**src/watchdog_pkg.sv**
```systemverilog
// shared constants, types and helpers for the start-up configured watchdog pair
package watchdog_pkg;

	// apb register byte offsets
	localparam logic [7:0] IND_REFRESH_OFS = 8'h00;
	localparam logic [7:0] PER_REFRESH_OFS = 8'h04;
	localparam logic [7:0] STATUS_OFS = 8'h08;
	localparam logic [7:0] IND_COUNT_OFS = 8'h0C;
	localparam logic [7:0] PER_COUNT_OFS = 8'h10;
	localparam logic [7:0] OPTION0_OFS = 8'h14;
	localparam logic [7:0] OPTION1_OFS = 8'h18;

	// value that must be written to a refresh register
	localparam logic [31:0] REFRESH_KEY = 32'h0000_5A5A;

	// status bit positions
	localparam int ST_IND_RUN = 0;
	localparam int ST_PER_RUN = 1;
	localparam int ST_IND_UNDERFLOW = 2;
	localparam int ST_IND_REFRESH_ERR = 3;
	localparam int ST_PER_UNDERFLOW = 4;
	localparam int ST_PER_REFRESH_ERR = 5;

	// option word field positions (same layout in both words)
	localparam int OPT_AUTO_START = 0;
	localparam int OPT_TIMEOUT_LSB = 1;
	localparam int OPT_DIV_LSB = 3;
	localparam int OPT_WIN_END_LSB = 6;
	localparam int OPT_WIN_START_LSB = 8;
	localparam int OPT_ACTION_NMI = 10;
	localparam int OPT_STOP_ENABLE = 11;

	// timeout lengths in divided count clock cycles
	localparam logic [14:0] TIMEOUT_1024 = 15'h0400;
	localparam logic [14:0] TIMEOUT_4096 = 15'h1000;
	localparam logic [14:0] TIMEOUT_8192 = 15'h2000;
	localparam logic [14:0] TIMEOUT_16384 = 15'h4000;

	// one watchdog's start-up settings
	typedef struct packed {
		logic auto_start;
		logic [1:0] timeout_sel;
		logic [2:0] div_sel;
		logic [1:0] win_end;
		logic [1:0] win_start;
		logic action_nmi;
		logic stop_enable;
	} watchdog_cfg_s;

	// split an option word into its fields
	function automatic watchdog_cfg_s decode_option(input logic [31:0] w);
		watchdog_cfg_s c;
		c.auto_start = w[OPT_AUTO_START];
		c.timeout_sel = w[OPT_TIMEOUT_LSB +: 2];
		c.div_sel = w[OPT_DIV_LSB +: 3];
		c.win_end = w[OPT_WIN_END_LSB +: 2];
		c.win_start = w[OPT_WIN_START_LSB +: 2];
		c.action_nmi = w[OPT_ACTION_NMI];
		c.stop_enable = w[OPT_STOP_ENABLE];
		return c;
	endfunction

	// timeout length for a selection code
	function automatic logic [14:0] timeout_len(input logic [1:0] sel);
		case (sel)
			2'd0: timeout_len = TIMEOUT_1024;
			2'd1: timeout_len = TIMEOUT_4096;
			2'd2: timeout_len = TIMEOUT_8192;
			default: timeout_len = TIMEOUT_16384;
		endcase
	endfunction

endpackage

```
**src/watchdog_down_counter.sv**
```systemverilog
// one windowed down-counting watchdog with prescaler
`timescale 1ns/1ps
`default_nettype none
module watchdog_down_counter (
	// clock and reset
	input wire logic pclk,
	input wire logic presetn,
	// configuration
	input wire watchdog_pkg::watchdog_cfg_s cfg,
	input wire logic [12:0] div_m1,
	// control
	input wire logic count_tick,
	input wire logic freeze,
	input wire logic start,
	input wire logic refresh,
	// state and events
	output logic [13:0] count,
	output logic running,
	output logic underflow,
	output logic refresh_error
);
	import watchdog_pkg::*;

	logic [12:0] prescale; // divider position
	logic step; // one divided count clock
	logic [14:0] top; // timeout length
	logic [14:0] quarter; // a quarter of the down-count
	logic [14:0] start_lim; // counter must be below this
	logic [14:0] end_lim; // counter must be at or above this
	logic in_window; // refresh is allowed now
	logic [13:0] top_m1; // reload value

	// thresholds are multiples of a quarter of the timeout
	always_comb begin
		top = timeout_len(cfg.timeout_sel);
		quarter = top >> 2;
		top_m1 = 14'(top - 15'h0001);
		// start window, code 3 gives no limit
		start_lim = 15'(quarter * ({13'h0000, cfg.win_start} + 15'h0001));
		// end window, code 3 gives no limit
		end_lim = 15'(quarter * (15'h0003 - {13'h0000, cfg.win_end}));
		in_window = ({1'b0, count} < start_lim) && ({1'b0, count} >= end_lim);
	end

	// divided count clock from the source tick
	assign step = running && count_tick && !freeze && (prescale == div_m1);

	// prescaler, cleared while stopped, held while frozen
	always_ff @(posedge pclk or negedge presetn) begin
		if (!presetn) begin
			prescale <= 13'h0000;
		end else if (!running) begin
			prescale <= 13'h0000;
		end else if (count_tick && !freeze) begin
			prescale <= step ? 13'h0000 : prescale + 13'h0001;
		end
	end

	// counter, run state and event pulses
	always_ff @(posedge pclk or negedge presetn) begin
		if (!presetn) begin
			count <= 14'h0000;
			running <= 1'b0;
			underflow <= 1'b0;
			refresh_error <= 1'b0;
		end else begin
			underflow <= 1'b0;
			refresh_error <= 1'b0;
			if (!running) begin
				// halted: wait for start or a first refresh
				count <= top_m1;
				running <= start || refresh;
			end else if (refresh) begin
				// reload on every refresh, fault outside the window
				count <= top_m1;
				refresh_error <= !in_window;
			end else if (step) begin
				if (count == 14'h0000) begin
					underflow <= 1'b1;
					count <= top_m1;
				end else begin
					count <= count - 14'h0001;
				end
			end
		end
	end
endmodule
`default_nettype wire

```
**src/startup_watchdogs.sv**
```systemverilog
// two start-up configured windowed watchdogs behind an apb slave
`timescale 1ns/1ps
`default_nettype none
module startup_watchdogs (
	// clock and reset
	input wire logic pclk,
	input wire logic presetn,
	// apb slave
	input wire logic psel,
	input wire logic penable,
	input wire logic pwrite,
	input wire logic [7:0] paddr,
	input wire logic [31:0] pwdata,
	output logic [31:0] prdata,
	output logic pready,
	output logic pslverr,
	// start-up option words
	input wire logic [31:0] startup_option_word_0,
	input wire logic [31:0] startup_option_word_1,
	// count sources and power state
	input wire logic low_speed_onchip_oscillator_tick,
	input wire logic low_power_mode,
	// to the interrupt and reset controllers
	output logic nmi_request,
	output logic reset_request
);
	import watchdog_pkg::*;

	logic cfg_valid; // option words have been captured
	logic boot_start; // one cycle after capture
	logic [31:0] option0; // captured word for independent watchdog
	logic [31:0] option1; // captured word for peripheral watchdog
	watchdog_cfg_s ind_cfg; // decoded independent settings
	watchdog_cfg_s per_cfg; // decoded peripheral settings
	logic [12:0] ind_div_m1; // independent divider minus one
	logic [12:0] per_div_m1; // peripheral divider minus one
	logic wr_access; // write completes this cycle
	logic rd_access; // read completes this cycle
	logic mapped; // address hits a register
	logic ind_refresh; // keyed refresh, independent
	logic per_refresh; // keyed refresh, peripheral
	logic ind_freeze; // independent counter held
	logic [13:0] ind_count;
	logic [13:0] per_count;
	logic ind_running;
	logic per_running;
	logic ind_underflow;
	logic per_underflow;
	logic ind_refresh_err;
	logic per_refresh_err;
	logic ind_event; // independent fault this cycle
	logic per_event; // peripheral fault this cycle
	logic [3:0] flags; // sticky event flags
	logic [3:0] flag_set; // events to record
	logic [3:0] flag_clr; // write-one-to-clear
	logic [31:0] status_word;
	logic [31:0] next_prdata;

	// independent divider: 1, 16, 32, 64, 128, 256
	function automatic logic [12:0] ind_div(input logic [2:0] sel);
		case (sel)
			3'd0: ind_div = 13'h0000;
			3'd1: ind_div = 13'h000F;
			3'd2: ind_div = 13'h001F;
			3'd3: ind_div = 13'h003F;
			3'd4: ind_div = 13'h007F;
			default: ind_div = 13'h00FF;
		endcase
	endfunction

	// peripheral divider: 4, 64, 128, 512, 2048, 8192
	function automatic logic [12:0] per_div(input logic [2:0] sel);
		case (sel)
			3'd0: per_div = 13'h0003;
			3'd1: per_div = 13'h003F;
			3'd2: per_div = 13'h007F;
			3'd3: per_div = 13'h01FF;
			3'd4: per_div = 13'h07FF;
			default: per_div = 13'h1FFF;
		endcase
	endfunction

	// capture the option words once after reset release
	always_ff @(posedge pclk or negedge presetn) begin
		if (!presetn) begin
			cfg_valid <= 1'b0;
			option0 <= 32'h0000_0000;
			option1 <= 32'h0000_0000;
		end else if (!cfg_valid) begin
			cfg_valid <= 1'b1;
			option0 <= startup_option_word_0;
			option1 <= startup_option_word_1;
		end
	end

	// one start pulse just after capture
	always_ff @(posedge pclk or negedge presetn) begin
		if (!presetn) begin
			boot_start <= 1'b0;
		end else begin
			boot_start <= !cfg_valid;
		end
	end

	// decoded settings and divider values
	always_comb begin
		ind_cfg = decode_option(option0);
		per_cfg = decode_option(option1);
		ind_div_m1 = ind_div(ind_cfg.div_sel);
		per_div_m1 = per_div(per_cfg.div_sel);
	end

	// apb decode, zero wait states
	assign pready = 1'b1;
	assign wr_access = psel && penable && pwrite;
	assign rd_access = psel && penable && !pwrite;
	assign ind_refresh = cfg_valid && wr_access && paddr == IND_REFRESH_OFS && pwdata == REFRESH_KEY;
	assign per_refresh = cfg_valid && wr_access && paddr == PER_REFRESH_OFS && pwdata == REFRESH_KEY;

	// address hit check
	always_comb begin
		case (paddr)
			IND_REFRESH_OFS, PER_REFRESH_OFS, STATUS_OFS: mapped = 1'b1;
			IND_COUNT_OFS, PER_COUNT_OFS: mapped = 1'b1;
			OPTION0_OFS, OPTION1_OFS: mapped = 1'b1;
			default: mapped = 1'b0;
		endcase
	end

	// unmapped addresses answer with an error
	assign pslverr = psel && penable && !mapped;

	assign ind_freeze = ind_cfg.stop_enable && low_power_mode;

	// independent watchdog on the oscillator tick
	watchdog_down_counter u_ind (
		.pclk(pclk),
		.presetn(presetn),
		.cfg(ind_cfg),
		.div_m1(ind_div_m1),
		.count_tick(low_speed_onchip_oscillator_tick),
		.freeze(ind_freeze),
		.start(boot_start && ind_cfg.auto_start),
		.refresh(ind_refresh),
		.count(ind_count),
		.running(ind_running),
		.underflow(ind_underflow),
		.refresh_error(ind_refresh_err)
	);

	// peripheral watchdog counts every peripheral clock
	watchdog_down_counter u_per (
		.pclk(pclk),
		.presetn(presetn),
		.cfg(per_cfg),
		.div_m1(per_div_m1),
		.count_tick(1'b1),
		.freeze(1'b0),
		.start(boot_start && per_cfg.auto_start),
		.refresh(per_refresh),
		.count(per_count),
		.running(per_running),
		.underflow(per_underflow),
		.refresh_error(per_refresh_err)
	);

	// a window fault acts like an underflow
	assign ind_event = ind_underflow || ind_refresh_err;
	assign per_event = per_underflow || per_refresh_err;

	// nmi is a one-cycle pulse
	always_ff @(posedge pclk or negedge presetn) begin
		if (!presetn) begin
			nmi_request <= 1'b0;
		end else begin
			// route each fault to its chosen action
			nmi_request <= (ind_event && ind_cfg.action_nmi) ||
				(per_event && per_cfg.action_nmi);
		end
	end

	// reset request holds until the system reset arrives
	always_ff @(posedge pclk or negedge presetn) begin
		if (!presetn) begin
			reset_request <= 1'b0;
		end else if ((ind_event && !ind_cfg.action_nmi) ||
			(per_event && !per_cfg.action_nmi)) begin
			reset_request <= 1'b1;
		end
	end

	// sticky flags, set wins over clear
	always_comb begin
		flag_set = {per_refresh_err, per_underflow, ind_refresh_err, ind_underflow};
		flag_clr = 4'h0;
		if (wr_access && paddr == STATUS_OFS) begin
			flag_clr = pwdata[ST_PER_REFRESH_ERR:ST_IND_UNDERFLOW];
		end
	end

	// flag register
	always_ff @(posedge pclk or negedge presetn) begin
		if (!presetn) begin
			flags <= 4'h0;
		end else begin
			flags <= (flags & ~flag_clr) | flag_set;
		end
	end

	// status word assembly
	always_comb begin
		status_word = 32'h0000_0000;
		status_word[ST_IND_RUN] = ind_running;
		status_word[ST_PER_RUN] = per_running;
		status_word[ST_PER_REFRESH_ERR:ST_IND_UNDERFLOW] = flags;
	end

	// read mux, registered for the next access phase
	always_comb begin
		next_prdata = 32'h0000_0000;
		case (paddr)
			STATUS_OFS: next_prdata = status_word;
			IND_COUNT_OFS: next_prdata = {18'h0_0000, ind_count};
			PER_COUNT_OFS: next_prdata = {18'h0_0000, per_count};
			OPTION0_OFS: next_prdata = option0;
			OPTION1_OFS: next_prdata = option1;
			default: next_prdata = 32'h0000_0000;
		endcase
	end

	// read data captured in the setup cycle
	always_ff @(posedge pclk or negedge presetn) begin
		if (!presetn) begin
			prdata <= 32'h0000_0000;
		end else if (psel && !penable && !pwrite) begin
			prdata <= next_prdata;
		end
	end
endmodule
`default_nettype wire

```
**config.mk**
```make
export PLATFORM = sky130hd
export DESIGN_NAME = startup_watchdogs
export DESIGN_NICKNAME = d
export VERILOG_FILES = /design/src/watchdog_pkg.sv /design/src/watchdog_down_counter.sv /design/src/startup_watchdogs.sv
export SDC_FILE = /design/constraint.sdc
export NUM_CORES = 1
export LEC_CHECK = 0
export ABC_AREA = 1
export CORE_MARGIN = 8
export CORE_UTILIZATION = 55
export CTS_BUF_LIST = sky130_fd_sc_hd__clkbuf_4 sky130_fd_sc_hd__clkbuf_8
export CTS_CLUSTER_DIAMETER = 60
export DETAILED_ROUTE_END_ITERATION = 6
export DONT_BUFFER_PORTS = 1
export GPL_TIMING_DRIVEN = 0
export PLACE_DENSITY = 0.78
export SYNTH_ARGS = -nofsm -noshare
export SYNTH_HDL_FRONTEND = slang
export SYNTH_SLANG_ARGS = --single-unit
```
**constraint.sdc**
```tcl
create_clock -name pclk -period 3.64 [get_ports pclk]
set_input_delay 0.364 -clock pclk [delete_from_list [all_inputs] [get_ports pclk]]
set_output_delay 0.364 -clock pclk [all_outputs]
set_load 0.005 [all_outputs]
```
## After elaboration in Yosys (flattened, before gate mapping)

Index checks and enable logic that the tools add are counted.

| operators by class | value |
|---|---|
| add/sub/neg operators | 10 |
| eq/ne operators | 24 |
| $mul | 4 |
| muxes and demuxes | 34 |
| bitwise logic cells | 3 |
| reductions and logical operators | 48 |
| magnitude comparators | 4 |

Operator list:

| operator | number |
|---|---|
| $pmux W32 S5 | 1 |
| $mux W14 | 8 |
| $pmux W15 S3 | 2 |
| $mux W13 | 5 |
| $pmux W13 S5 | 1 |
| $sub A14 B1 Y14 const B | 4 |
| $pmux W8 S5 | 1 |
| $eq A32 B15 Y1 const B | 1 |
| $ge A14 B15 Y1 | 2 |
| $lt A14 B15 Y1 | 2 |
| $mul A13 B15 Y15 | 2 |
| $mul A13 B3 Y15 | 2 |
| $logic_not A14 Y1 | 2 |
| $add A13 B1 Y13 const B | 2 |
| $logic_and A1 B1 Y1 | 25 |
| $eq A8 B5 Y1 const B | 3 |
| $eq A8 B4 Y1 const B | 2 |
| $mux W1 | 15 |
| $eq A13 B13 Y1 | 1 |
| $eq A13 B8 Y1 | 1 |
| $eq A3 B2 Y1 const B | 4 |
| $logic_not A1 Y1 | 9 |
| $eq A8 B3 Y1 const B | 1 |
| $logic_not A8 Y1 | 1 |
| 16 further kinds | 30 |

| storage, ports and cells | value |
|---|---|
| register bits | 164 |
| logic and storage cells | 145 |
| input port bits | 111 |
| output and inout port bits | 36 |

## Longest topological paths before layout

| logic depth | value |
|---|---|
| depth in word-level cells | 8 |
| mapped depth | 17 |
| gate-level depth less buffers | 17 |

## Cells and area by module

Synthesis repeated with hierarchy kept, for this count alone.

| second synthesis, totals | value |
|---|---|
| cells, all modules | 1407 |
| area total of the unflattened synthesis | 10233.6 µm² |

Modules (own cells, without submodules):

| module | cells an instance | instances | area an instance (µm²) | sequential area each (µm²) |
|---|---|---|---|---|
| startup_watchdogs | 683 | 1 | 5108.6 | 2602.5 |
| watchdog_down_counter at u_per | 362 | 1 | 2570.0 | 750.7 |
| watchdog_down_counter at u_ind | 362 | 1 | 2555.0 | 750.7 |

## Worst setup path after synthesis

No wires, ideal clock.

| timing | value |
|---|---|
| kind | reg-to-reg |
| start point | register option0[8] |
| end point | register u_ind.refresh_error |
| period minus slack after synthesis | 2.779 ns |
| data arrival time | 2.667 ns |
| buffers on the path | 0 |
| library setup time | 0.113 ns |
| cell stages (with the launch flop) | 15 |
| required time | 3.527 ns |
| setup slack | 0.861 ns |
| cell sequence | dfrtp_1 ha_1 inv_1 nor2_1 fa_1 fa_1 inv_1 ha_1 a21o_1 nand3_1 nand2_1 inv_1 nand4_1 nand2_1 inv_1 |

| on the way | value |
|---|---|
| longest elaborated chain between the ends | 7 |

RTL lines:

| element | line | source |
|---|---|---|
| start: declaration | startup_watchdogs.sv:31 | `logic [31:0] option0;` |
| start signal: assignment | startup_watchdogs.sv:91 | `option0 <= startup_option_word_0;` |
| $add A2 B1 Y3 | watchdog_down_counter.sv:39 | `start_lim = 15'(quarter * ({13'h0000, cfg.win_start} + 15'h0001));` |
| $mul A13 B3 Y15 | watchdog_down_counter.sv:39 |  |
| $lt A14 B15 Y1 | watchdog_down_counter.sv:42 | `in_window = ({1'b0, count} < start_lim) && ({1'b0, count} >= end_lim);` |
| $logic_and A1 B1 Y1 | watchdog_down_counter.sv:42 |  |
| $logic_not A1 Y1 | watchdog_down_counter.sv:76 | `refresh_error <= !in_window;` |
| $mux W1 | watchdog_down_counter.sv:73 | `end else if (refresh) begin` |
| $mux W1 | watchdog_down_counter.sv:69 | `if (!running) begin` |
| end signal: assignment | watchdog_down_counter.sv:76 |  |
| end: declaration | watchdog_down_counter.sv:20 | `output logic refresh_error` |

No other way between the ends.
A chain may end at the register's enable or synchronous reset.

## Worst setup path in the final report

| timing | value |
|---|---|
| start point | register option0[2] |
| end point | register u_ind.refresh_error |

| on the way | value |
|---|---|
| longest elaborated chain between the ends | 8 |
| elaborated cells between the ends (all ways) | 12 |
| those cells by class | mul (2); order compare (2); eq/ne (2); mux (3); reduce/logical (3) |

RTL lines:

| element | line | source |
|---|---|---|
| $eq A2 B2 Y1 (tied with other cells) | watchdog_pkg.sv:65 | `case (sel)` |
| $pmux W15 S3 * | watchdog_pkg.sv:65 |  |
| $mul A13 B15 Y15 or $mul A13 B3 Y15 (tied branches) | watchdog_down_counter.sv:41, watchdog_down_counter.sv:39 |  |
| $ge A14 B15 Y1 or $lt A14 B15 Y1 (tied branches) | watchdog_down_counter.sv:42 |  |
| $logic_and A1 B1 Y1 * | watchdog_down_counter.sv:42 |  |
| $logic_not A1 Y1 * | watchdog_down_counter.sv:76 |  |
| $mux W1 * | watchdog_down_counter.sv:73 |  |
| $mux W1 * | watchdog_down_counter.sv:69 |  |

Every way passes the cells marked *; elsewhere a longest branch is shown, timed or not.

==> run_results.csv <==
group,metric,value,unit
timing,final.hold.worst_slack,-0.435,ns
cts,htreeDepth,4,
setup_path,critical_path_fanouts_max,9,
drt,detail_route.first_pass.iterations,7,
timing,worst_slew_pin_slew,0.702,ns
drt,remaining_drc_errors,9,
logic_synthesis,syn_inst,1363,
cells_and_area,n_fill_cell,1597,
drt,vias,9496,
setup_path,critPathKind,"flop to flop",
logic_synthesis,post-synth-top-area-fraction,41.1,%
placed_design,dp.final_hpwl,21.3,mm
power_and_ir_drop,vdd.ir_drop.worst,0.296,mV
timing,timing.final.crit_share,84.8,%
logic_synthesis,yosys_register_bits,164,
floorplanning,die_height,151,µm
floorplanning,die_area,0.0227,mm²
drt,drtAntennaViolNets,0,
timing,fin_tns_setup,0,ns
logic_synthesis,synthDistinctLibCells,49,
logic_synthesis,synth_edf_count,0,
floorplanning,die_width,151,µm
logic_synthesis,synth-seq-area-share,41.1,%
cells_and_area,final_net_count,1601,
power_and_ir_drop,cellLeakagePower,5.64,nW
setup_path,timing.critical_path.arrival,3.46,ns
drt,dr.first_iter.drc_count,804,
floorplanning,placement_rows,49,
cts,path_clk_slew,0.11,ns
logic_synthesis,synth_flop_cell,"dfrtp_1",
placed_design,finalWeightedCongestion,0.919,
global_routing,grt_antenna_before_repair,0,
flow_run,timing.max_cap.violations,0,
cts,holdBufCountCts,53,
timing,grt_setup_unrepaired,"false",
setup_path,reg2reg_setup_slack,0.55,ns
power_and_ir_drop,report.power.total,0.00478,W
logic_synthesis,synthesis.area,0.00998,mm²
timing,finalWorstPathRequiredPeriod,3.09,ns
timing,finalHoldViolCount,164,
logic_synthesis,share_of_synthesized_flip_flops_with_an_asynchronous_set_or_reset,100,%
floorplanning,floorplan.initialDensity,55.7,%
drt,post_drt_wl_per_cell,17.5,µm
setup_path,regToRegStartpoint,"option0[2]$_DFFE_PN0N_",
cts,cts_buffers,17,
cts,postCtsResizedCells,0,
setup_path,end_kind,"flop",
drt,drt-total-wl,29.3,mm
logic_synthesis,ys_warn_count,0,
global_routing,grt_pass1_wl,47.5,mm
cells_and_area,area.growth.synth_to_final,12.4,%
logic_synthesis,post_synth_main_area_contributors,"dfrtp_1 (41%), nand2_1 (15%), ha_1 (6.0%)",
timing,slew_violations,0,
global_routing,grtUsageTotal,26.7,%
global_routing,grt_start_max_net_pins,165,
logic_synthesis,yosys.area.top_type,"dfrtp_1",
setup_path,regToRegEndpoint,"u_ind.refresh_error$_DFF_PN0_",
timing,clock_skew,0.0222,ns
worst_hold_path,holdCritPathClass,"primary input to async pin",
setup_path,critPathRequiredTime,4.02,ns
cells_and_area,postLayoutCellArea,0.0112,mm²
setup_path,cp-endpoint,"u_ind.refresh_error$_DFF_PN0_",
floorplanning,pin_count,147,
placed_design,dp_area,0.0103,mm²
power_and_ir_drop,power.density,426,mW/mm²
cts,clk_root_buffer_cell,"clkbuf_8",
cts,cts_setup_buffers,0,
timing,finalSetupViolCount,0,
timing,maxClockFrequency,324,MHz
run_status,failed_checks,"design-rule violations, negative hold slack",
cts,cts_tree,"done",
placed_design,place.port_buffers,0,
cts,numClockSinks,164,
cts,number_of_buffers_on_the_longest_clock_path,2,
cells_and_area,drive_gt1_share,5.73,%
run_status,result_of_the_run,"finished, violations left",
logic_synthesis,average_footprint_of_a_synthesized_cell,7.32,µm²
setup_path,critical_path_startpoint,"option0[2]$_DFFE_PN0N_",
cells_and_area,antennaDiodeCount,0,
global_routing,grt-ovfl-total,0,
floorplanning,placeableCoreArea,0.0179,mm²
setup_path,reg2regPathDepth,14,
cts,clkLatencyLatePin,0.48,ns
setup_path,start_kind,"flop",
global_routing,grt_pass1_vias,9199,
drt,avgViaCountPerCell,5.66,
timing,slew_headroom,53.2,%
-- layout make-up --
type                       count  area, µm²  share of cell area [%]
tap                          229        287                    2.55
clock inverter                15        185                    1.65
sequential                   164       4100                    36.6
timing repair buffer          53        531                    4.73
inverter                     168        633                    5.64
buffer                        41        205                    1.83
clock buffer                  17        234                    2.09
multi-input combinational    991       5040                    44.9
-- critical path: stages (launching register included) --
cell and delay [ns]:
dfrtp_1 0.33, clkbuf_1 0.28, nand2_1 0.20, nor2_1 0.17, fa_1 0.49, fa_1 0.55, inv_1 0.04, ha_1 0.28
a21o_1 0.19, nand3_1 0.07, nand2_1 0.05, inv_1 0.04, nand4_1 0.15, nand2_1 0.11, inv_1 0.04
-- how the worst min path moves through the flow --
| stage | start | to | slack (ns) | cells after the start |
|---|---|---|---|---|
| floorplan | presetn | boot_start$_DFF_PN0_ | 0.07 | 0 |
| global placement | presetn | option0[16]$_DFFE_PN0N_ | 0.07 | 0 |
| detailed placement | presetn | prdata[16]$_DFFE_PN0P_ | 0.07 | 0 |
| CTS | presetn | option0[16]$_DFFE_PN0N_ | -0.46 | 0 |
| global route | presetn | prdata[16]$_DFFE_PN0P_ | -0.46 | 0 |
| finish | presetn | option0[16]$_DFFE_PN0N_ | -0.44 | 0 |
-- routing by layer --
metal  track usage [%]  routed length, µm  vias up
li1                  -                  -     4534
met1              33.1              11800     4517
met2              43.9              14100      391
met3              7.39               2660       54
met4              10.0                689        0
met5                 0                  0        -
-- layout by cell type, fill, tap and decap left out, drive strengths merged --
cell type,synthesis,layout
nand2,415,415
inv,167,175
dfrtp,164,164
nor2,157,157
o21ai,125,125
nand3,93,93
dlygate4sd3,0,53
ha,48,48
clkbuf,26,43
nand4,31,31
o22ai,28,28
a21oi,25,25
buf,15,15
xor2,13,13
nor3,10,10
xnor2,7,7
a21o,6,6
fa,6,6
clkinv,1,5
nand3b,4,4
a2bb2oi,4,4
or2,3,3
nor4,2,2
nor3b,2,2
nor2b,2,2
o2bb2ai,2,2
conb,1,2
clkinvlp,0,2
o211ai,2,2
a31o,1,1
a311oi,1,1
a31oi,1,1
o31ai,1,1
bufinv,0,1
-- state kept, by name, indices dropped and copies added (netlist names), 4 cells and up --
name	count
u_ind.count	14
u_per.prescale	13
option0	32
flags	4
option1	32
prdata	32
u_per.count	14
u_ind.prescale	13
-- report_power, final --
group	total (W)	leakage [nW]	internal [W]	switching [W]
sequential	0.00231	2.02	0.00204	0.000266
combinational	0.00107	3.41	0.000432	0.000642
clock	0.00140	0.205	0.000586	0.000813
total	0.00478	5.64	0.00306	0.00172
-- logic make-up (layout without fill, tap and decap cells) --
family	count (synthesis)	after routing	synth area share, %
flops	164	164	41.1
xor+xnor	20	20	1.76
fa+ha+maj	54	54	7.22
simple gates	719	719	30.7
buf+inv	209	294	8.40
other cells	1	2	0.0376
compound gates	196	196	10.8
-- cells in the mapped netlist (3+ instances only) --
master / count
a2bb2oi_1: 4
nand4_1: 30
nand2_1: 411
inv_1: 160
xor2_1: 13
nor2_2: 9
a21oi_1: 25
nand3_1: 86
nand2_2: 3
o21ai_0: 116
a21o_1: 6
dfrtp_1: 164
nand3_2: 5
inv_2: 6
clkbuf_1: 25
fa_1: 6
buf_2: 7
o21ai_1: 8
buf_4: 3
xnor2_1: 7
o22ai_1: 28
nor2_1: 146
ha_1: 48
nor3_1: 9
buf_6: 4
nand3b_1: 4
-- metrics by stage --
step / instances / util, % / hold slack, ns / setup slack (ns)
floorplan: 1364 / - / 0.0684 / 0.861
global placement: 1593 / 57.4 / 0.0746 / 0.610
detailed placement: 1593 / 57.4 / 0.0736 / 0.571
CTS: 1678 / 62.7 / -0.463 / 0.567
global route: 1678 / 62.7 / -0.464 / 0.303
finish: 1678 / 62.7 / -0.435 / 0.554
Note: power is estimated with default switching activity, not from simulation.
